File: src/pkg/ccsc_pkg.sv
// What this block does
// - Status bit 6 shows transfer in progress
// - Status full/overrun bits; parity and framing bits read zero on both channels
// - Mode low bit 0 picks interrupt source
// - Stop trigger one clears enable, halts channel
// - Start trigger one puts channel in standby, or straight into transfer if chip select is already low
// - Operation high bits 7:6 select direction
// - Mask bit one blocks its interrupt
// - Request flag sticks until software clears it
// - Two channels, each with own registers
// - Handshake output low ready, high busy
package ccsc_pkg;
  localparam int CCSC_NCH = 2;
  localparam int CCSC_CHAR_BITS = 8;
  // Per-channel byte offsets inside a channel window, channel stride, shared register addresses
  localparam logic [7:0] OFS_STATUS = 8'h00;
  localparam logic [7:0] OFS_MODE_H = 8'h04;
  localparam logic [7:0] OFS_MODE_L = 8'h08;
  localparam logic [7:0] OFS_OP_H = 8'h0C;
  localparam logic [7:0] OFS_OP_L = 8'h10;
  localparam logic [7:0] OFS_DATA = 8'h14;
  localparam logic [7:0] CH_STRIDE = 8'h20;
  localparam logic [7:0] OFS_START = 8'h40;
  localparam logic [7:0] OFS_STOP = 8'h44;
  localparam logic [7:0] OFS_IRQ_REQ = 8'h48;
  localparam logic [7:0] OFS_IRQ_MASK = 8'h4C;
  // Field positions
  localparam int B_ACTIVE = 6;
  localparam int B_BFULL = 5;
  localparam int B_FERR = 2;
  localparam int B_PERR = 1;
  localparam int B_OVR = 0;
  localparam int B_IRQSEL = 0;
  localparam int B_TXE = 7;
  localparam int B_RXE = 6;
  localparam int B_IRQ_CH0 = 3;
  localparam int B_IRQ_CH1 = 4;
  // Reset values
  localparam logic [7:0] RST_MODE_H = 8'h00;
  localparam logic [7:0] RST_MODE_L = 8'h20;
  localparam logic [7:0] RST_OP_H = 8'h00;
  localparam logic [7:0] RST_OP_L = 8'h07;
  localparam logic [7:0] RST_IRQ_REQ = 8'h00;
  localparam logic [7:0] RST_IRQ_MASK = 8'hFF;
  localparam logic [7:0] TX_IDLE = 8'hFF;
  typedef enum logic [1:0] {CCSC_STOP, CCSC_WAIT, CCSC_XFER} ccsc_st_t;
endpackage : ccsc_pkg

File: src/logic/ccsc_top.sv
`timescale 1ns/1ps
module ccsc_top
  import ccsc_pkg::*;
(
  input logic pclk, // Bus clock
  input logic presetn, // Async reset, low
  input logic psel, // APB select
  input logic penable, // APB enable
  input logic pwrite, // APB direction
  input logic [7:0] paddr, // APB byte address
  input logic [31:0] pwdata, // APB write data
  output logic [31:0] prdata, // APB read data
  output logic pready, // APB ready
  output logic pslverr, // APB error
  input logic [CCSC_NCH-1:0] sck, // Serial clock from master
  input logic [CCSC_NCH-1:0] cs_n, // Chip select, low
  input logic [CCSC_NCH-1:0] mosi, // Serial data in
  output logic [CCSC_NCH-1:0] miso, // Serial data out
  output logic [CCSC_NCH-1:0] handshake_output_pin, // Low ready, high busy
  output logic irq // Level interrupt
);

  logic [31:0] prdata_q, prdata_d;
  logic pready_q, pready_d;
  logic pslverr_q, pslverr_d;
  logic [7:0] irq_req_q, irq_req_d;
  logic [7:0] irq_mask_q, irq_mask_d;
  logic irq_q, irq_d;
  logic acc, commit, wr, rd;
  logic [CCSC_NCH-1:0] ch_hit;
  logic [CCSC_NCH-1:0] ch_ev;
  logic [7:0] ch_rdat [CCSC_NCH];
  logic [CCSC_NCH-1:0] miso_q;
  logic [CCSC_NCH-1:0] busy_q;

  assign acc = psel & penable & ~pready_q;
  assign commit = psel & penable & pready_q;
  assign wr = commit & pwrite;
  assign rd = commit & ~pwrite;

  genvar n;
  generate
    for (n = 0; n < CCSC_NCH; n++)
    begin : g_ch
      logic [2:0] sck_s_q, cs_s_q, mosi_s_q;
      logic sck_f_q, sck_f_d, cs_f_q, cs_f_d, mosi_f_q, mosi_f_d;
      ccsc_st_t st_q, st_d;
      logic [2:0] cnt_q, cnt_d;
      logic [7:0] tx_sh_q, tx_sh_d, rx_sh_q, rx_sh_d;
      logic [7:0] tx_buf_q, tx_buf_d, rx_buf_q, rx_buf_d;
      logic bfull_q, bfull_d, rx_full_q, rx_full_d, ovr_q, ovr_d;
      logic [7:0] mode_h_q, mode_h_d, mode_l_q, mode_l_d;
      logic [7:0] op_h_q, op_h_d, op_l_q, op_l_d;
      logic miso_d, busy_d;
      logic in_ch, tx_en, rx_en, loaded, done, ferr;
      logic [7:0] off;

      assign in_ch = (paddr[7:6] == 2'b00) && (paddr[5] == (n == 1));
      assign off = {3'b000, paddr[4:0]};
      // Direction decode: 01 transmit, 10 both, 00 and 11 receive
      assign tx_en = op_h_q[B_TXE] ^ op_h_q[B_RXE];
      assign rx_en = op_h_q[B_TXE] | ~op_h_q[B_RXE];
      assign ferr = 1'b0;

      always_comb
      begin
        // Filtered pin level moves once 2nd and 3rd stages agree
        sck_f_d = (sck_s_q[1] == sck_s_q[2]) ? sck_s_q[2] : sck_f_q;
        cs_f_d = (cs_s_q[1] == cs_s_q[2]) ? cs_s_q[2] : cs_f_q;
        mosi_f_d = (mosi_s_q[1] == mosi_s_q[2]) ? mosi_s_q[2] : mosi_f_q;
        st_d = st_q;
        cnt_d = cnt_q;
        tx_sh_d = tx_sh_q;
        rx_sh_d = rx_sh_q;
        tx_buf_d = tx_buf_q;
        rx_buf_d = rx_buf_q;
        bfull_d = bfull_q;
        ovr_d = ovr_q;
        mode_h_d = mode_h_q;
        mode_l_d = mode_l_q;
        op_h_d = op_h_q;
        op_l_d = op_l_q;
        miso_d = miso_q[n];
        loaded = 1'b0;
        done = 1'b0;
        rx_full_d = rx_full_q & ~(rd && in_ch && off == OFS_DATA);
        if (st_q != CCSC_STOP)
        begin
          if (cs_f_d)
          begin
            st_d = CCSC_WAIT;
            cnt_d = 3'd0;
          end
          else if (cs_f_q)
          begin
            st_d = CCSC_XFER;
            loaded = 1'b1;
          end
          else if (st_q == CCSC_XFER && sck_f_d && !sck_f_q)
          begin
            rx_sh_d = {rx_sh_q[6:0], mosi_f_q};
            cnt_d = cnt_q + 3'd1;
            if (cnt_q == 3'(CCSC_CHAR_BITS - 1))
            begin
              done = 1'b1;
              loaded = 1'b1;
            end
          end
          else if (st_q == CCSC_XFER && !sck_f_d && sck_f_q && cnt_q != 3'd0)
          begin
            miso_d = tx_sh_q[6];
            tx_sh_d = {tx_sh_q[6:0], 1'b1};
          end
        end
        if (loaded)
        begin
          if (tx_en && bfull_q)
          begin
            tx_sh_d = tx_buf_q;
            miso_d = tx_buf_q[7];
            bfull_d = 1'b0;
          end
          else
          begin
            tx_sh_d = TX_IDLE;
            miso_d = 1'b1;
            loaded = 1'b0;
          end
        end
        if (done && rx_en)
        begin
          rx_buf_d = {rx_sh_q[6:0], mosi_f_q};
          if (rx_full_d)
          begin
            ovr_d = 1'b1;
          end
          rx_full_d = 1'b1;
        end
        if (wr && in_ch)
        begin
          case (off)
            OFS_MODE_H: mode_h_d = pwdata[7:0];
            OFS_MODE_L: mode_l_d = pwdata[7:0];
            OFS_OP_H: op_h_d = pwdata[7:0];
            OFS_OP_L: op_l_d = pwdata[7:0];
            OFS_DATA:
            begin
              tx_buf_d = pwdata[7:0];
              bfull_d = 1'b1;
            end
            default: ;
          endcase
        end
        if (wr && paddr == OFS_START && pwdata[n])
        begin
          st_d = cs_f_d ? CCSC_WAIT : CCSC_XFER;
          cnt_d = 3'd0;
          ovr_d = 1'b0;
        end
        if (wr && paddr == OFS_STOP && pwdata[n])
        begin
          st_d = CCSC_STOP;
          cnt_d = 3'd0;
        end
        if (st_d == CCSC_STOP)
        begin
          busy_d = 1'b1;
        end
        else
        begin
          busy_d = tx_en ? ~bfull_d : rx_full_d;
        end
      end

      // Interrupt source: end of character or buffer handed off
      assign ch_ev[n] = mode_l_q[B_IRQSEL] ? loaded : done;
      assign ch_hit[n] = in_ch && (off == OFS_STATUS || off == OFS_MODE_H
        || off == OFS_MODE_L || off == OFS_OP_H || off == OFS_OP_L
        || off == OFS_DATA);

      always_comb
      begin
        case (off)
          OFS_STATUS:
          begin
            ch_rdat[n] = 8'h00;
            ch_rdat[n][B_ACTIVE] = (st_q == CCSC_XFER);
            ch_rdat[n][B_BFULL] = bfull_q;
            ch_rdat[n][B_FERR] = (n == 1) ? ferr : 1'b0;
            ch_rdat[n][B_PERR] = 1'b0;
            ch_rdat[n][B_OVR] = ovr_q;
          end
          OFS_MODE_H: ch_rdat[n] = mode_h_q;
          OFS_MODE_L: ch_rdat[n] = mode_l_q;
          OFS_OP_H: ch_rdat[n] = op_h_q;
          OFS_OP_L: ch_rdat[n] = op_l_q;
          OFS_DATA: ch_rdat[n] = rx_buf_q;
          default: ch_rdat[n] = 8'h00;
        endcase
      end

      always_ff @(posedge pclk or negedge presetn)
      begin
        if (!presetn)
        begin
          sck_s_q <= 3'b000;
          cs_s_q <= 3'b111;
          mosi_s_q <= 3'b000;
          sck_f_q <= 1'b0;
          cs_f_q <= 1'b1;
          mosi_f_q <= 1'b0;
          st_q <= CCSC_STOP;
          cnt_q <= 3'd0;
          tx_sh_q <= TX_IDLE;
          rx_sh_q <= 8'h00;
          tx_buf_q <= 8'h00;
          rx_buf_q <= 8'h00;
          bfull_q <= 1'b0;
          rx_full_q <= 1'b0;
          ovr_q <= 1'b0;
          mode_h_q <= RST_MODE_H;
          mode_l_q <= RST_MODE_L;
          op_h_q <= RST_OP_H;
          op_l_q <= RST_OP_L;
          miso_q[n] <= 1'b1;
          busy_q[n] <= 1'b1;
        end
        else
        begin
          sck_s_q <= {sck_s_q[1:0], sck[n]};
          cs_s_q <= {cs_s_q[1:0], cs_n[n]};
          mosi_s_q <= {mosi_s_q[1:0], mosi[n]};
          sck_f_q <= sck_f_d;
          cs_f_q <= cs_f_d;
          mosi_f_q <= mosi_f_d;
          st_q <= st_d;
          cnt_q <= cnt_d;
          tx_sh_q <= tx_sh_d;
          rx_sh_q <= rx_sh_d;
          tx_buf_q <= tx_buf_d;
          rx_buf_q <= rx_buf_d;
          bfull_q <= bfull_d;
          rx_full_q <= rx_full_d;
          ovr_q <= ovr_d;
          mode_h_q <= mode_h_d;
          mode_l_q <= mode_l_d;
          op_h_q <= op_h_d;
          op_l_q <= op_l_d;
          miso_q[n] <= miso_d;
          busy_q[n] <= busy_d;
        end
      end
    end
  endgenerate

  always_comb
  begin
    pready_d = acc;
    prdata_d = prdata_q;
    pslverr_d = 1'b0;
    if (acc)
    begin
      prdata_d = 32'h0000_0000;
      if (|ch_hit)
      begin
        prdata_d[7:0] = ch_hit[1] ? ch_rdat[1] : ch_rdat[0];
      end
      else if (paddr == OFS_IRQ_REQ)
      begin
        prdata_d[7:0] = irq_req_q;
      end
      else if (paddr == OFS_IRQ_MASK)
      begin
        prdata_d[7:0] = irq_mask_q;
      end
      else if (paddr != OFS_START && paddr != OFS_STOP)
      begin
        pslverr_d = 1'b1;
      end
    end
    irq_mask_d = irq_mask_q;
    irq_req_d = irq_req_q;
    if (wr && paddr == OFS_IRQ_MASK)
    begin
      irq_mask_d = pwdata[7:0];
    end
    if (wr && paddr == OFS_IRQ_REQ)
    begin
      irq_req_d = irq_req_q & ~pwdata[7:0];
    end
    // Hardware set after the clear, so a same-cycle event survives
    if (ch_ev[0])
    begin
      irq_req_d[B_IRQ_CH0] = 1'b1;
    end
    if (ch_ev[1])
    begin
      irq_req_d[B_IRQ_CH1] = 1'b1;
    end
    irq_d = |(irq_req_q & ~irq_mask_q);
  end

  always_ff @(posedge pclk or negedge presetn)
  begin
    if (!presetn)
    begin
      prdata_q <= 32'h0000_0000;
      pready_q <= 1'b0;
      pslverr_q <= 1'b0;
      irq_req_q <= RST_IRQ_REQ;
      irq_mask_q <= RST_IRQ_MASK;
      irq_q <= 1'b0;
    end
    else
    begin
      prdata_q <= prdata_d;
      pready_q <= pready_d;
      pslverr_q <= pslverr_d;
      irq_req_q <= irq_req_d;
      irq_mask_q <= irq_mask_d;
      irq_q <= irq_d;
    end
  end

  assign prdata = prdata_q;
  assign pready = pready_q;
  assign pslverr = pslverr_q;
  assign miso = miso_q;
  assign handshake_output_pin = busy_q;
  assign irq = irq_q;

endmodule : ccsc_top

File: config.mk
export PLATFORM = sky130hd
export DESIGN_NAME = ccsc_top
export DESIGN_NICKNAME = d
export VERILOG_FILES = /design/src/pkg/ccsc_pkg.sv /design/src/logic/ccsc_top.sv
export SDC_FILE = /design/constraint.sdc
export NUM_CORES = 1
export LEC_CHECK = 0
export ABC_AREA = 1
export BUFFER_PORTS_ARGS = -buffer_cell sky130_fd_sc_hd__buf_4
export CAP_MARGIN = 20
export CORE_UTILIZATION = 53
export CTS_CLUSTER_DIAMETER = 60
export DETAILED_ROUTE_END_ITERATION = 10
export GPL_ROUTABILITY_DRIVEN = 0
export PLACE_DENSITY = 0.73
export SLEW_MARGIN = 10
export SYNTH_ARGS = -nofsm -noshare
export SYNTH_HDL_FRONTEND = slang
export SYNTH_SLANG_ARGS = --single-unit
File: constraint.sdc
create_clock -name pclk -period 2.5 [get_ports pclk]
set_input_delay 0.125 -clock pclk [delete_from_list [all_inputs] [get_ports pclk]]
set_output_delay 0.125 -clock pclk [all_outputs]
set_load 0.1 [all_outputs]
==> results.txt <==
----------------------------------------------------
[STA]
  Max Fclk ... 0.5215 GHz
  Total negative slack ... 0 ns
  Clock skew after layout ... roughly 0.0087 ns
  Setup repair after global routing missed its margin ... no
  Period Utilization, post-route ... 0.7670
  Endpoints failing hold ... 0
  Slew Limit Headroom ... 0.5411
  Measured slew at the worst slew-check pin ... 0.6876 ns
  Minimum clock period after layout ... ~1.9 ns
  Number of slew-limit violations in the final report ... 0
  Final setup viols ... 0

[Worst setup path]
  Reg-to-Reg End ... g_ch[0].tx_sh_q[5]
  Register-to-Register Setup Slack ... a little under 0.6 ns
  Critical Path End Type ... register
  Critical register-to-register path startpoint ... g_ch[0].cs_f_q
  CP max stage delay ... about 0.57 ns
  CP bufs+invs ... 1
  Category of the most critical setup path ... register to register
  Worst r2r path cells ... 9
  Most prevalent standard cell on the critical path ... sky130_fd_sc_hd__nand2_1
  Worst Path Max Fanout ... 16
  Critical Path Slowest Stage Cell ... sky130_fd_sc_hd__dfstp_2
  Crit start category ... register
  Launching element of the worst setup path ... g_ch[0].cs_f_q
  CP required ... 2.87 ns
  Arrival time reported for the critical path endpoint ... 2.29 ns
  CP cell instances ... a21oi_1, nor2_1, nor2_1, nand2_1, buf_4, nand2_1, o21ai_1, nand2_1, o21ai_1
  Top cell family by delay on the critical path ... simple AND/OR/NAND/NOR gates

[Drt]
  Routed len/inst ... ~16 um
  Vias ... 7170
  Number of iterations in the first detailed-routing pass ... 5
  Final routed wirelength across all metal layers ... 21100 um
  DRC ... 0
  Post-DR vias/cell ... about 5.4
  Starting DRT DRC Count ... ~540
  Antenna Nets Post-Route ... 0

[Clock network]
  Number of buffers on the longest clock path ... 2
  Clock network latency to the later pin of the worst-skew pair ... about 0.44 ns
  # H-tree levels ... 4
  Post-cts resize count ... 0
  Clock tree from TritonCTS ... done
  Root buf cell ... sky130_fd_sc_hd__clkbuf_16
  Clock transition at the registers of the reported paths ... 0.07 ns
  CTS sink count ... 195
  Total clock buffers created by CTS ... 17

[Finish]
  Fraction of the core area covered by cells at the end of the flow ... 0.6125
  Most common cell after layout, fill and taps aside ... sky130_fd_sc_hd__nand2_1
  Antenna diode instance count ... 0
  Synthesis-to-layout area growth ... 11.48%
  Total of fill cells in the finished design ... about 1.4k
  Ratio of cells with drive above 1 in the final layout ... 0.1534
  Total number of nets in the final design ... 1154
  Leading cell types in the layout, fill and taps excluded ... sky130_fd_sc_hd__nand2_1 (307), sky130_fd_sc_hd__dfrtp_1 (153), sky130_fd_sc_hd__o21ai_1 (135), sky130_fd_sc_hd__inv_1 (80), sky130_fd_sc_hd__nand3_1 (52)

[Floorplanning]
  Total die area ... 17910 um^2
  Floorplan die width ... around 130 um
  Die height ... ~130 um
  Row Count ... 47
  Total core area ... between 15000 and 20000 um^2
  Top Ports ... 90
  Initial Utilization ... 0.5495

[Synth]
  Number of warnings issued by yosys ... 0
  Yosys reg bits ... a little under 200
  Netlist area before placement ... between 9000 and 10000 um^2
  Cells after Synth ... between 1k and 1.5k
  Syn Area/Cell ... approximately 8.7 um^2
  Number of library cell types mapped by synthesis ... between 40 and 50
  Part of the Yosys area used for sequential elements ... 0.5356

[Global routing]
  Vias in the first global route ... 7003
  Pin count of the biggest net entering global routing ... 70
  Antenna violations before repair ... 0
  Global-route total usage across every layer ... 0.2551
  Final global-route overflow total ... 0
  Global-route wire length before repair ... ~35000 um

[Place]
  Count of input and output buffers ... 41
  Total half-perimeter wirelength after legalization and detailed placement ... 14230 um

[Status]
  Outcome ... finished clean

[Min path]
  Min-Delay Startpoint ... penable
  Worst hold endpoint ... pready
  Worst min path class ... input port to register
  Worst hold stages ... 3

[Pwr]
  Leakage ... just under 5 nW
  VDD IR max ... approximately 0.58 mV
  Power density normalized to cell area ... roughly 700 nW/um^2

[Run]
  Max cap viols ... 0

----------------------------------------------------
[worst max path at each step]
stage / endpoint / cells past startpoint / slack, ns
2_1_floorplan: g_ch[0].op_h_q[6] / 6 / 0.20
3_3_place_gp: g_ch[0].tx_sh_q[5] / 9 / 0.63
3_5_place_dp: g_ch[0].tx_sh_q[5] / 9 / 0.60
4_1_cts: g_ch[0].tx_sh_q[5] / 9 / 0.59
5_1_grt: g_ch[0].tx_sh_q[4] / 9 / 0.32
6_report: g_ch[0].tx_sh_q[5] / 9 / 0.58
[stage by stage]
stage | std cells | setup WS [ns] | hold slack, ns | cell area (um^2) | power (mW)
CTS | 1328 | 0.5903 | 0.01705 | 10270 | 7.258
finish | 1328 | 0.5825 | 0.02978 | 10270 | 7.205
floorplan | 1078 | 0.1994 | -0.1706 | 9295 | 4.214
global placement | 1283 | 0.6325 | 0.1409 | 9532 | 4.417
detailed placement | 1283 | 0.6023 | 0.1377 | 9532 | 4.432
global route | 1328 | 0.3180 | 0.04483 | 10270 | 7.477
[metal layers]
metal  routed length (um)  GRT usage
met1                 9481     0.3502
met2                 9945     0.3993
met5                    0          0
met3                  923    0.03326
met4                  747     0.1307
[power breakdown]
group          switching (mW)  total, mW  internal, mW  leakage (nW)
clock network            1.21       2.81          1.61         0.276
registers              0.0932       3.51          3.42          2.47
logic                   0.672      0.885         0.213          2.21
total                    1.97       7.21          5.23          4.96
[Yosys cell counts (all sizes together)]
cell	n	area, um^2
o2111ai	1	8.760
dfrtp	153	3829
maj3	4	40.04
o22ai	3	18.77
nand3	55	290.3
a21oi	26	130.1
o211ai	2	15.01
a22oi	2	15.01
clkbuf	11	41.29
dfstp	42	1104
nor3	11	77.57
conb	1	3.750
nor3b	1	7.510
ha	8	100.1
nand2	324	1309
o21bai	5	37.54
clkinv	3	12.51
a21boi	2	15.02
a211oi	1	7.510
nand4	46	300.3
o21a	1	7.510
inv	89	336.6
buf	52	389.1
o21ai	156	780.8
and2b	1	7.510
nor2	55	325.3
[area by class of cell]
cell class | instances | area [um^2] | area share
Sequential cell | 195 | 4932 | 0.4804
Clock inverter | 11 | 153.9 | 0.01499
Tap cell | 220 | 275.3 | 0.02681
Clock buffer | 21 | 450.4 | 0.04388
Timing Repair Buffer | 61 | 521.8 | 0.05082
Multi-Input combinational cell | 728 | 3583 | 0.3491
Inverter | 92 | 349.1 | 0.03400
[cell families (layout without fill, tap and decap cells)]
logic type | count (synthesis) | count (layout) | share of synthesized area
simple gates | 493 | 493 | 0.2516
buf+inv | 155 | 185 | 0.08465
compound gates | 199 | 199 | 0.1125
other cells | 1 | 24 | 0.0004072
fa+ha+maj | 12 | 12 | 0.01522
flops | 195 | 195 | 0.5356
[registers in the layout, summed over array words and instances (netlist names), 14 cells and up]
signal,cells
g_ch.tx_buf_q,16
g_ch.tx_sh_q,14
g_ch.mode_h_q,16
g_ch.rx_sh_q,14
g_ch.mode_l_q,16
g_ch.rx_buf_q,16
g_ch.op_h_q,16
g_ch.op_l_q,16
[what timing repair did]
item	4_1_cts	5_1_grt
setup buffers	0	0
hold buffers	13	0
endpoints found under the hold margin	56	0
[tightest hold or removal path, stage by stage]
cell and delay (ns):
sky130_fd_sc_hd__buf_4 0.12, sky130_fd_sc_hd__nand2_1 0.09, sky130_fd_sc_hd__nor2_2 0.09
(Power assumes the default switching activity.)
